### config.mk
export PLATFORM = sky130hd
export DESIGN_NAME = flash_security_status_regs
export DESIGN_NICKNAME = d
export VERILOG_FILES = /design/src/flash_status_pkg.sv /design/src/flash_security_status_regs.sv
export SDC_FILE = /design/constraint.sdc
export NUM_CORES = 1
export LEC_CHECK = 0
export BUFFER_PORTS_ARGS = -buffer_cell sky130_fd_sc_hd__buf_2
export CAP_MARGIN = 20
export CORE_MARGIN = 1.5
export CORE_UTILIZATION = 30
export CTS_CLUSTER_DIAMETER = 80
export DETAILED_ROUTE_END_ITERATION = 10
export GPL_ROUTABILITY_DRIVEN = 0
export PLACE_DENSITY = 0.55
export SYNTH_ARGS = -nofsm -noshare
export SYNTH_HDL_FRONTEND = slang
export SYNTH_SLANG_ARGS = --single-unit
export TNS_END_PERCENT = 10
### constraint.sdc
create_clock -name clk -period 5.8 [get_ports clk]
set_input_delay 1.45 -clock clk [delete_from_list [all_inputs] [get_ports clk]]
set_output_delay 1.45 -clock clk [all_outputs]
set_load 0.02 [all_outputs]
### src/flash_status_pkg.sv
// Package with register map, field layout and timing constants for the flash status block
package flash_status_pkg;
   // Register indices as printed; byte address is four times the index
   localparam logic [7:0] IDX_LOCK_STATE = 8'h01;
   localparam logic [7:0] IDX_PROT_STATE = 8'h03;
   localparam logic [7:0] IDX_CONFIG = 8'h04;
   localparam logic [7:0] IDX_PARAM_INDEX = 8'h02;
   localparam logic [11:0] ADDR_LOCK_STATE = 12'h004;
   localparam logic [11:0] ADDR_PARAM_INDEX = 12'h008;
   localparam logic [11:0] ADDR_PROT_STATE = 12'h00c;
   localparam logic [11:0] ADDR_CONFIG = 12'h010;
   // Nonvolatile source of the security byte
   localparam logic [23:0] SEC_BYTE_GADDR = 24'hff_fe0f;
   // Security register field layout
   localparam int KEY_MSB = 7;
   localparam int KEY_LSB = 6;
   localparam int LOCK_MSB = 1;
   localparam int LOCK_LSB = 0;
   localparam logic [1:0] KEY_ENABLED = 2'h2;
   localparam logic [1:0] LOCK_UNSECURED = 2'h2;
   localparam logic [7:0] SEC_ALL_SET = 8'hff;
   // Index register
   localparam int IDX_W = 3;
   // Status register fields
   localparam int OVR_BIT = 7;
   localparam int ACK_BIT = 0;
   // Configuration wait field
   localparam int WAIT_MSB = 3;
   localparam int WAIT_LSB = 2;
   localparam logic [1:0] WAIT_RESET = 2'h3;
   // Time for the read path to adopt a new wait count
   localparam int WAIT_SWITCH_NS = 40;
   localparam int CLK_NS = 10;
   localparam int WAIT_SWITCH_CYC = (WAIT_SWITCH_NS + CLK_NS - 1) / CLK_NS;
   typedef enum logic [1:0] {
      ST_LOAD = 2'b00,
      ST_RUN = 2'b01
   } load_st_t;
endpackage

### src/flash_security_status_regs.sv
// Flash security, parameter index and protection status registers on APB
//
// Register access over APB was decided locally.
`timescale 1ns/10ps
`default_nettype none
module flash_security_status_regs
   import flash_status_pkg::*;
(
   // Clock and reset
   input wire logic clk,
   input wire logic arst_n,
   // APB slave
   input wire logic psel,
   input wire logic penable,
   input wire logic pwrite,
   input wire logic [11:0] paddr,
   input wire logic [31:0] pwdata,
   input wire logic [3:0] pstrb,
   output logic [31:0] prdata,
   output logic pready,
   output logic pslverr,
   // Nonvolatile security byte fetch
   input wire logic nv_valid,
   input wire logic [7:0] nv_byte,
   input wire logic nv_dbl_err,
   // Command engine status
   input wire logic cmd_idle,
   input wire logic backdoor_unlock,
   input wire logic override_active,
   // Block state outputs
   output logic backdoor_allowed,
   output logic chip_unsecured,
   output logic [IDX_W-1:0] param_index,
   output logic [1:0] read_wait_count,
   output logic wait_switch_done,
   output logic load_done
);
   import flash_status_pkg::*;

   typedef struct packed {
      load_st_t st;
      logic [7:0] sec;
      logic [IDX_W-1:0] idx;
      logic [1:0] wait_cfg;
      logic [1:0] wait_used;
      logic [7:0] sw_cnt;
      logic ovr;
      logic [31:0] rdata;
      logic ready;
      logic key_ok;
      logic unsec;
      logic ack;
      logic loaded;
   } state_t;

   state_t s_r;
   state_t s_nxt;

   function automatic logic [31:0] read_mux(input state_t s, input logic [11:0] a);
      logic [31:0] d;
      d = 32'h0000_0000;
      case (a)
         ADDR_LOCK_STATE: d = {24'h00_0000, s.sec};
         ADDR_PARAM_INDEX: d = {29'h0000_0000, s.idx};
         ADDR_PROT_STATE: d = {24'h00_0000, s.ovr, 6'h00, (s.sw_cnt == 8'h00)};
         ADDR_CONFIG: d = {28'h000_0000, s.wait_cfg, 2'h0};
         default: d = 32'h0000_0000;
      endcase
      return d;
   endfunction

   logic setup;
   logic wr;
   assign setup = psel && !penable;
   assign wr = psel && penable && pwrite && s_r.ready;

   always_comb begin
      s_nxt = s_r;
      s_nxt.ready = 1'b0;
      // Ready rises one cycle after setup; the answer is always two cycles
      if (setup) begin
         s_nxt.ready = 1'b1;
         s_nxt.rdata = read_mux(s_r, paddr);
      end
      if (psel && penable && s_r.ready) begin
         s_nxt.rdata = 32'h0000_0000;
      end
      case (s_r.st)
         ST_LOAD: begin
            if (nv_valid) begin
               s_nxt.sec = nv_dbl_err ? SEC_ALL_SET : nv_byte;
               s_nxt.st = ST_RUN;
            end
         end
         ST_RUN: begin
            if (backdoor_unlock) begin
               s_nxt.sec[LOCK_MSB:LOCK_LSB] = LOCK_UNSECURED;
            end
         end
         default: s_nxt.st = ST_LOAD;
      endcase
      s_nxt.ovr = override_active;
      // Count down first so that a fresh wait write below restarts the switch
      if (s_r.sw_cnt != 8'h00) begin
         s_nxt.sw_cnt = s_r.sw_cnt - 8'h01;
         if (s_r.sw_cnt == 8'h01) begin
            s_nxt.wait_used = s_r.wait_cfg;
         end
      end
      // Writes to security and status addresses fall through with no effect
      if (wr && pstrb[0]) begin
         if (paddr == ADDR_PARAM_INDEX) begin
            s_nxt.idx = pwdata[IDX_W-1:0];
         end
         // A wait change while a command runs is dropped entirely
         if (paddr == ADDR_CONFIG && cmd_idle &&
             pwdata[WAIT_MSB:WAIT_LSB] != s_r.wait_cfg) begin
            s_nxt.wait_cfg = pwdata[WAIT_MSB:WAIT_LSB];
            s_nxt.sw_cnt = 8'(WAIT_SWITCH_CYC);
         end
      end
      s_nxt.key_ok = (s_nxt.sec[KEY_MSB:KEY_LSB] == KEY_ENABLED);
      s_nxt.unsec = (s_nxt.sec[LOCK_MSB:LOCK_LSB] == LOCK_UNSECURED);
      // Acknowledge and load flags are registered so the pins come from flops
      s_nxt.ack = (s_nxt.sw_cnt == 8'h00);
      s_nxt.loaded = (s_nxt.st == ST_RUN);
   end

   always_ff @(posedge clk or negedge arst_n) begin
      if (!arst_n) begin
         s_r <= '{st: ST_LOAD, sec: SEC_ALL_SET, idx: '0, wait_cfg: WAIT_RESET,
                  wait_used: WAIT_RESET, sw_cnt: 8'h00, ovr: 1'b0, rdata: 32'h0000_0000,
                  ready: 1'b0, key_ok: 1'b0, unsec: 1'b0, ack: 1'b1, loaded: 1'b0};
      end else begin
         s_r <= s_nxt;
      end
   end

   assign prdata = s_r.rdata;
   assign pready = s_r.ready;
   assign pslverr = 1'b0;
   assign backdoor_allowed = s_r.key_ok;
   assign chip_unsecured = s_r.unsec;
   assign param_index = s_r.idx;
   assign read_wait_count = s_r.wait_used;
   assign wait_switch_done = s_r.ack;
   assign load_done = s_r.loaded;

   AST_DBL_ERR_SECURES: assert property (@(posedge clk) disable iff (!arst_n)
      (s_r.st == ST_LOAD && nv_valid && nv_dbl_err) |=> (s_r.sec == SEC_ALL_SET))
      else $error("double-bit error did not secure");
   AST_LOAD_COPIES: assert property (@(posedge clk) disable iff (!arst_n)
      (s_r.st == ST_LOAD && nv_valid && !nv_dbl_err) |=> (s_r.sec == $past(nv_byte)))
      else $error("security byte not loaded");
   AST_SEC_RO: assert property (@(posedge clk) disable iff (!arst_n)
      (s_r.st == ST_RUN && !backdoor_unlock) |=> $stable(s_r.sec))
      else $error("security register changed");
   AST_KEY_DECODE: assert property (@(posedge clk) disable iff (!arst_n)
      backdoor_allowed == (s_r.sec[7:6] == 2'b10))
      else $error("backdoor decode wrong");
   AST_LOCK_DECODE: assert property (@(posedge clk) disable iff (!arst_n)
      chip_unsecured == (s_r.sec[1:0] == 2'b10))
      else $error("lock decode wrong");
   AST_UNLOCK_FORCE: assert property (@(posedge clk) disable iff (!arst_n)
      (s_r.st == ST_RUN && backdoor_unlock) |=> ##1 chip_unsecured)
      else $error("backdoor unlock did not unsecure");
   AST_IDX_HIGH_ZERO: assert property (@(posedge clk) disable iff (!arst_n)
      (pready && !pwrite && paddr == ADDR_PARAM_INDEX) |-> (prdata[31:3] == 29'h0))
      else $error("index upper bits not zero");
   AST_OVR_FOLLOW: assert property (@(posedge clk) disable iff (!arst_n)
      override_active |=> s_r.ovr)
      else $error("override flag not shown");
   AST_ACK_CLEAR: assert property (@(posedge clk) disable iff (!arst_n)
      (wr && pstrb[0] && paddr == ADDR_CONFIG && cmd_idle && pwdata[3:2] != s_r.wait_cfg)
      |=> !wait_switch_done ##4 wait_switch_done)
      else $error("wait acknowledge timing wrong");
   AST_BUSY_IGNORE: assert property (@(posedge clk) disable iff (!arst_n)
      (wr && paddr == ADDR_CONFIG && !cmd_idle) |=> $stable(s_r.wait_cfg))
      else $error("wait field changed during command");
   AST_NO_ERR: assert property (@(posedge clk) disable iff (!arst_n)
      pready |-> !pslverr)
      else $error("error response raised");
   AST_READY_PULSE: assert property (@(posedge clk) disable iff (!arst_n)
      pready |=> !pready)
      else $error("ready stood longer than one cycle");
   AST_IDX_WRITE: assert property (@(posedge clk) disable iff (!arst_n)
      (wr && pstrb[0] && paddr == ADDR_PARAM_INDEX) |=> (param_index == $past(pwdata[2:0])))
      else $error("index write not taken");
   AST_WAIT_HOLD: assert property (@(posedge clk) disable iff (!arst_n)
      !wait_switch_done |=> (wait_switch_done || $stable(read_wait_count)))
      else $error("read wait count changed before acknowledge");
   AST_LOAD_STAYS: assert property (@(posedge clk) disable iff (!arst_n)
      load_done |=> load_done)
      else $error("load flag dropped");
endmodule
`default_nettype wire

---- Yosys cells after proc, flatten, opt, wreduce, memory -nomap -nowiden ----
Cells that the tools add are included.
operators by class
  mux-type cells .......................... 12
  reductions and logical operators ........ 18
  equal/unequal tests ..................... 10
  $add $sub $neg .......................... 1
operators with widths
  cell                                               count
  two-way mux 33 bit                                 1
  two-way mux 32 bit                                 1
  two-way mux 8 bit                                  4
  case mux 8 bit (4 select lines)                    1
  == test 12 x 4 -> 1 bit (second input constant)    2
  logical NOT 8 bit                                  2
  == test 12 x 3 -> 1 bit (second input constant)    1
  == test 12 x 5 -> 1 bit (second input constant)    1
  two-way mux 10 bit                                 1
  == test 8 x 1 -> 1 bit (second input constant)     1
  logical AND 1 bit                                  8
  case mux 2 bit (2 select lines)                    2
  AND reduction 2 bit                                4
  nonzero test 8 bit                                 1
  subtractor 8 x 1 -> 8 bit (second input constant)  1
  two-way mux 6 bit                                  1
  == test 2 x 1 -> 1 bit (second input constant)     2
  == test 2 bit (second input constant)              2
  logical NOT 2 bit                                  1
  two-way mux 2 bit                                  1
  != test 2 bit                                      1
  nonzero test 2 bit                                 1
  logical NOT 1 bit                                  1
word-level totals
  logic and storage cells ................. 55
  output and inout port bits .............. 43
  register bits after elaboration ......... 63

---- Depth between registers and ports, before layout ----
Gate-level depths: netlist of the first run.
  depth in word-level cells ............... 6
  mapped depth ............................ 7
  mapped depth without buffers ............ 6

---- Least setup slack after synthesis of the first run ----
No wires, ideal clock.
  path type ............................... input to register
  start ................................... input port paddr[8]
  end ..................................... register s_r (netlist bit param_index[0])
  setup time .............................. 0.125 ns
  path buffers ............................ 0
  setup slack ............................. 3.036 ns
  cell stages on the path ................. 4
  arrival time ............................ 2.639 ns
  required time ........................... 5.675 ns
  cells stage by stage .................... nor4b_1 > nand4_1 > nor3_1 > mux2_2
between the ends
  cells in the longest elaborated chain, start to end .. 2
RTL lines
  what                                  line                               text
  start, declared                       flash_security_status_regs.sv:16   input wire logic [11:0] paddr,
  == test 12 x 4 -> 1 bit               flash_security_status_regs.sv:112  if (paddr == ADDR_PARAM_INDEX) begin
  AND reduction 2 bit (no source line)  -
  end signal, assigned                  flash_security_status_regs.sv:131  s_r <= '{st: ST_LOAD, sec: SEC_ALL_SET, idx: '0, wait_cfg: WAIT_RESET,
  end signal, assigned                  flash_security_status_regs.sv:135  s_r <= s_nxt;
  end, declared                         flash_security_status_regs.sv:56   state_t s_r;
Every way passes these cells.
A chain may end at the register's enable or synchronous reset.

---- Worst setup path in the final report of the first run ----
  start ................................... input port paddr[8]
  end ..................................... register s_r[48] (netlist bit)
between the ends
  cells in the longest elaborated chain, start to end .. 4
RTL lines
  what                                  line                               text
  == test 12 x 5 -> 1 bit               flash_security_status_regs.sv:116  if (paddr == ADDR_CONFIG && cmd_idle &&
  logical AND 1 bit (2 in series)       flash_security_status_regs.sv:116
  AND reduction 2 bit (no source line)  -
Every way passes these cells.

==> results of run 1 <==
-- sequential cells by signal (all words and copies together), names as in the netlist --
register,flops
s_r,21
prdata,8
param_index,3
read_wait_count,2
backdoor_allowed,1
chip_unsecured,1
load_done,1
pready,1
wait_switch_done,1
-- through the flow --
step / hold WS [ns] / setup WS (ns) / cells
finish: 0.485 / 2.80 / 353
global placement: 0.466 / 2.43 / 345
detailed placement: 0.481 / 2.47 / 345
global route: 0.510 / 2.62 / 353
floorplan: 0.450 / 3.04 / 238
CTS: 0.498 / 2.79 / 353
-- area by class of cell --
type / count / share of cell area
timing repair buffer: 53 / 0.111
clock buffer: 6 / 0.0300
multi-input combinational: 152 / 0.386
clock inverter: 2 / 0.00517
sequential: 39 / 0.410
inverter: 5 / 0.00776
tap: 96 / 0.0497
-- cell families (layout without fill, tap and decap cells) --
family,Yosys count,after routing,share of synthesized area
DFF,39,39,0.458
and+or+nand+nor,72,72,0.174
xor gates and xnor gates,9,9,0.0364
other,1,26,0.00173
AOI/OAI and AO/OA,34,34,0.117
muxes,8,8,0.0416
adders and majority gates,3,3,0.0173
buffers and inverters,47,66,0.154
-- cell usage after synthesis, drive strengths merged, types with 2 or more instances --
| library cell | n |
|---|---|
| buf | 40 |
| a32o | 4 |
| nor2 | 28 |
| nor4 | 4 |
| inv | 5 |
| nor3b | 2 |
| a22o | 4 |
| nor3 | 10 |
| a21oi | 7 |
| nor2b | 7 |
| nand4 | 2 |
| dfrtp | 26 |
| mux2 | 8 |
| clkbuf | 2 |
| o21ai | 5 |
| nand2b | 2 |
| a22oi | 3 |
| xor2 | 5 |
| dfstp | 13 |
| a211oi | 3 |
| xnor2 | 4 |
| ha | 3 |
| nand2 | 8 |
-- final timing paths --
kind | to | from | slack, ns
max | s_r[48] | paddr[8] | 2.80
min reg2reg | prdata[2] | prdata[2] | 0.49
min | prdata[2] | prdata[2] | 0.49
max in group asynchronous | prdata[3] | arst_n | 3.97
max reg2reg | wait_switch_done | s_r[38] | 3.65
min in group asynchronous | s_r[39] | arst_n | 1.28
-- where the power goes --
group | total (uW) | internal, uW | switching, uW
Clock | 179 | 84.0 | 94.6
Combinational | 72.4 | 24.9 | 47.5
Sequential | 302 | 292 | 10.4
-- critical path, cell delays in order --
cell     delay (ns)
buf_2          0.10
nor4b_1        0.39
nand4_1        0.20
nor2_1         0.67
mux2_2         0.41
-- routing by layer --
metal	track usage	vias to the layer above	wire, um
li1	-	767	-
met1	0.165	702	2120
met2	0.190	43	2100
met3	0.0339	9	224
met4	0.0563	0	86
met5	0	-	0
==> results.md, run 1 <==
- Outcome: finished, final reports clean
- Fin crit share: 0.517
- Highest-count cells in the layout ignoring fill and taps: buf_2 (52), nor2_1 (28), conb_1 (26), dfrtp_1 (26), dfstp_2 (13)
- Maximum buffer depth of the clock tree: 2
- Number of standard-cell rows in the floorplan: 30
- Number of max-cap violations: 0
- #FFs+latches synth: 39
- Aggregate global routing overflow: 0
- Total number of vias: 1521
- Depth of the worst register-to-register path: 6
- Number of search-and-repair iterations in the first detailed-routing pass: 4
- Core region area: 6910 um^2
- Maximum number of pins on one net before global-route repair: 40
- Upper clock frequency limit: 333 MHz
- Final non-filler cell area: 2420 um^2
- Data arrival time of the worst path: 3.22 ns
- Ports: 109
- Fill cell total of the finished layout: 752
- Root buffer cell: clkbuf_8
- Worst-path clk slew: 0.08 ns
- TritonCTS buffer count: 5
- Post-Synthesis Cell Area: 2170 um^2
- Number of cells upsized or downsized after cts: 0
- Count of different cell masters after synthesis: 44
- Headroom to the max-slew limit: 0.411
- Accumulated negative setup slack: 0 ns
- Power per cell area: 229 nW/um^2
- # setup viols final: 0
- Maximum fanout along the worst path: 11
- Width of the chip: 88.0 um
- Fraction of layout instances using a drive strength above 1: 0.335
- Total power consumption of the routed design: 553 uW
- Number of antenna violations at the first check in global routing: 0
- Vias per cell: 4.31
- Share of synthesized area occupied by flip-flops and latches: 0.458
- Peak supply drop: 0.103 mV
- Synthesized instance count: 213
- Nets: 325
- Number of synthesized flops with an enable pin: 0
- Class of the tightest hold or removal check: flop to flop
- Clk sink count: 39
- Proportion of register bits with asynchronous set or reset after synthesis: 1.00
- Slew Limit Fails: 0
- Hold path depth: 2
- RSZ-0062 raised after global routing: no
- Type of element capturing the critical path: flop
- Skew final: 0.00726 ns
- Clock latency reported for the late side of the worst-skew pair: 0.29 ns
- Number of warning messages in the yosys log: 0
- Area of placed instances: 2330 um^2
- Core utilization of the finished layout: 0.350
- DRT iter0 DRCs: 54
- Slew at the pin closest to its max-slew limit: 0.883 ns
- Total length of routed wires: 4530 um
- Number of global-route vias before repair: 1479
- Leakage dissipation: 0.00114 uW
- Aggregate global-route resource usage: 0.125
- Initial cell density of the core: 0.314
- Number of H-tree levels: 2
- DRC violation count after routing: 0
- Routed wire per std cell: 12.8 um
- Synth top area share: 0.300
- Area of all sequential standard cells: 992 um^2
- Setup CP Type: input port to flop
- Die Y: 88.0 um
- Setup crit start kind: input port
- Commonest non-fill, non-tap cell in the layout: buf_2
- Endpoints failing hold: 0
- Floorplan die area: 7740 um^2
- Synthesized area per cell: 10.2 um^2
- Top cells by area, synth: dfrtp_1 (30%), dfstp_2 (16%), buf_4 (13%)
- Post-route ant nets: 0
- Primary FF master, synth: dfrtp_1
- Clock period minus final worst setup slack: 3.00 ns
- Required time at the worst-slack endpoint: 6.02 ns
- CTS tree: done
- Total of hold buffers inserted after clock tree synthesis: 0
- Cell taking the most area after synthesis: dfrtp_1
- Post-CTS Repair Setup Buffers: 0
- I/O Buffers: 52
- Area delta synth->final: 11.6%
- Detailed-placement wirelength estimate: 3420 um
- Wire length of the first global-routing pass: 7270 um
- Diode insertion count for antenna repair: 0
- Footprint of the multi-input gates: 935 um^2
Note: power is estimated with default switching activity, not from simulation.
==> run 2: changes to the inputs <==
==> constraint.sdc (replaced) <==
create_clock -name clk -period 2.8 [get_ports clk]
set_input_delay 0.7 -clock clk [delete_from_list [all_inputs] [get_ports clk]]
set_output_delay 0.7 -clock clk [all_outputs]
set_load 0.02 [all_outputs]
==> results.md, run 2 (synthesized netlist as in run 1, its figures left out) <==
- Diode insertion count for antenna repair: 0 (unchanged)
- Leakage dissipation: 0.00115 uW (was 0.00114 uW)
- Top reg by flops: s_r (unchanged)
- Switching share of power: 0.263 (was 0.275)
- Number of global-route vias before repair: 1398 (was 1479)
- Total of hold buffers inserted after clock tree synthesis: 0 (unchanged)
- Setup crit start kind: flop (was input port)
- Vias per cell: 4.38 (was 4.31)
- Startpoint of the worst register-to-register path: s_r[38] (unchanged)
- Clock power frac: 0.351 (was 0.323)
- Slowest Stage Delay on Critical Path: 0.62 ns (was 0.67 ns)
- Maximum buffer depth of the clock tree: 2 (unchanged)
- Detailed-placement wirelength estimate: 3350 um (was 3420 um)
- Hold path start: prdata[2] (unchanged)
- Proportion of power drawn by flip-flops and latches: 0.523 (was 0.546)
- Initial cell density of the core: 0.314 (unchanged)
- Floorplan die area: 7740 um^2 (unchanged)
- Commonest non-fill, non-tap cell in the layout: buf_2 (unchanged)
- Core utilization of the finished layout: 0.354 (was 0.350)
- Slew Limit Fails: 0 (unchanged)
- Slew at the pin closest to its max-slew limit: 0.863 ns (was 0.883 ns)
- # setup viols final: 0 (unchanged)
- Routed wire per std cell: 12.5 um (was 12.8 um)
- Clock period minus final worst setup slack: 2.15 ns
- Total number of vias: 1549 (was 1521)
- Setup CP Type: flop to flop (was input port to flop)
- Ports: 109 (unchanged)
- Endpoints failing hold: 0 (unchanged)
- RSZ-0062 raised after global routing: no (unchanged)
- Outcome: finished, final reports clean (unchanged)
- Net switching power: 314 uW (was 152 uW)
- Family of cells with the greatest summed delay on the critical path: simple AND/OR/NAND/NOR gates (unchanged)
- Accumulated negative setup slack: 0 ns (unchanged)
- Area delta synth->final: 12.8% (was 11.6%)
- Number of antenna violations at the first check in global routing: 0 (unchanged)
- Number of max-cap violations: 0 (unchanged)
- Clock latency reported for the late side of the worst-skew pair: 0.29 ns (about the same)
- Post-CTS Repair Setup Buffers: 0 (unchanged)
- Peak supply drop: 0.218 mV (was 0.103 mV)
- Depth of the worst register-to-register path: 6 (unchanged)
- Headroom to the max-slew limit: 0.425 (was 0.411)
- Number of flip-flops in the largest register: 21 (unchanged)
- Number of gates on the worst path with buffers counted: 6 (was 5)
- Fraction of layout instances using a drive strength above 1: 0.341 (was 0.335)
- TritonCTS buffer count: 5 (unchanged)
- Aggregate global routing overflow: 0 (unchanged)
- Power per cell area: 489 nW/um^2 (was 229 nW/um^2)
- Maximum fanout along the worst path: 6 (was 11)
- Upper clock frequency limit: 465 MHz
- Wire length of the first global-routing pass: 7020 um (was 7270 um)
- Fin crit share: 0.768
- Post-route ant nets: 0 (unchanged)
- Number of standard-cell rows in the floorplan: 30 (unchanged)
- Root buffer cell: clkbuf_8 (unchanged)
- Nets: 326 (was 325)
- Width of the chip: 88.0 um (unchanged)
- Worst setup path endpoint: wait_switch_done (was s_r[48])
- Series of cell instances along the critical path: inv_1 > ha_1 > or4b_2 > nor3_1 > o32ai_1 > a221oi_2 (was buf_2 > nor4b_1 > nand4_1 > nor2_1 > mux2_2)
- Total length of routed wires: 4410 um (was 4530 um)
- Aggregate global-route resource usage: 0.121 (was 0.125)
- Required time at the worst-slack endpoint: 3.00 ns (was 6.02 ns)
- Worst-path clk slew: 0.08 ns (about the same)
- Number of H-tree levels: 2 (unchanged)
- Library cell contributing the largest single delay on the critical path: or4b_2 (was nor2_1)
- CTS tree: done (unchanged)
- DRT iter0 DRCs: 81 (was 54)
- I/O Buffers: 52 (unchanged)
- Skew final: 0.00343 ns (was 0.00726 ns)
- DRC violation count after routing: 0 (unchanged)
- Data arrival time of the worst path: 2.36 ns (was 3.22 ns)
- Class of the tightest hold or removal check: flop to flop (unchanged)
- Die Y: 88.0 um (unchanged)
- Share of total power in combinational logic: 0.125 (was 0.131)
- Clk sink count: 39 (unchanged)
- Internal power of the cells: 880 uW (was 401 uW)
- Start point of the critical path: s_r[38] (was paddr[8])
- Maximum number of pins on one net before global-route repair: 40 (unchanged)
- Type of element capturing the critical path: flop (unchanged)
- Number of search-and-repair iterations in the first detailed-routing pass: 4 (unchanged)
- Number of cells upsized or downsized after cts: 0 (unchanged)
- FF-to-FF End: wait_switch_done (unchanged)
- Reg-to-reg slack, setup: 0.65 ns (was 3.65 ns)
- Highest-count cells in the layout ignoring fill and taps: buf_2 (52), nor2_1 (28), conb_1 (26), dfrtp_1 (26), dfstp_2 (13) (unchanged)
- Core region area: 6910 um^2 (unchanged)
- Worst path bufs/invs: 1 (unchanged)
[run 2: changes by cell type in the layout (fill, tap and decap cells not counted)]
cell | before | now
clkbuf_1 | 1 | 0
clkinv_2 | 1 | 0
buf_4 | 1 | 2
clkbuf_8 | 5 | 7
[run 2: stage by stage]
step	instance area, um^2	total power [uW]	cells	hold WS [ns]	setup slack, ns
2_1_floorplan	2260	750	238	0.404	0.786
3_3_place_gp	2340	785	346	0.465	0.399
3_5_place_dp	2340	787	346	0.483	0.403
4_1_cts	2440	1220	354	0.501	0.676
5_1_grt	2440	1260	354	0.494	0.488
6_report	2440	1190	354	0.489	0.648
[run 2: worst min-delay path by stage]
| stage | to | slack [ns] | cells after the start |
|---|---|---|---|
| floorplan | backdoor_allowed | 0.40 | 0 |
| global placement | prdata[2] | 0.46 | 2 |
| detailed placement | prdata[2] | 0.48 | 2 |
| CTS | prdata[2] | 0.50 | 2 |
| global route | s_r[37] | 0.49 | 1 |
| finish | prdata[2] | 0.49 | 2 |
[run 2: cell type report]
cell class	count	area [um^2]
clock buffers	7	96.3
clock inverters	1	7.51
fillers	732	4460
inverters	5	18.8
multi-input cells	152	935
flip-flops and latches	39	992
well taps	96	120
repair buffers	54	275
[run 2: power by group through the flow]
| stage | sequential, uW | combinational, uW | clock (uW) |
|---|---|---|---|
| after floorplan | 639 | 111 | 0 |
| after global placement | 635 | 149 | 0 |
| after detailed placement | 636 | 151 | 0 |
| after CTS | 625 | 152 | 440 |
| after global routing | 630 | 171 | 464 |
| final | 625 | 150 | 420 |
[run 2: worst register-to-register path: cells and delay by family, from the launching register on]
family,cells,cell delay (ns)
compound gates,2,0.43
fa+ha+maj,1,0.28
flops,1,0.43
buf+inv,1,0.12
simple gates,2,0.81
[run 2: metal layers]
layer | up-vias | GRT usage | share of wire
met5 | - | 0 | 0
met4 | 0 | 0.0433 | 0.013
met3 | 7 | 0.0283 | 0.052
met2 | 46 | 0.185 | 0.47
met1 | 727 | 0.168 | 0.46
li1 | 769 | - | -
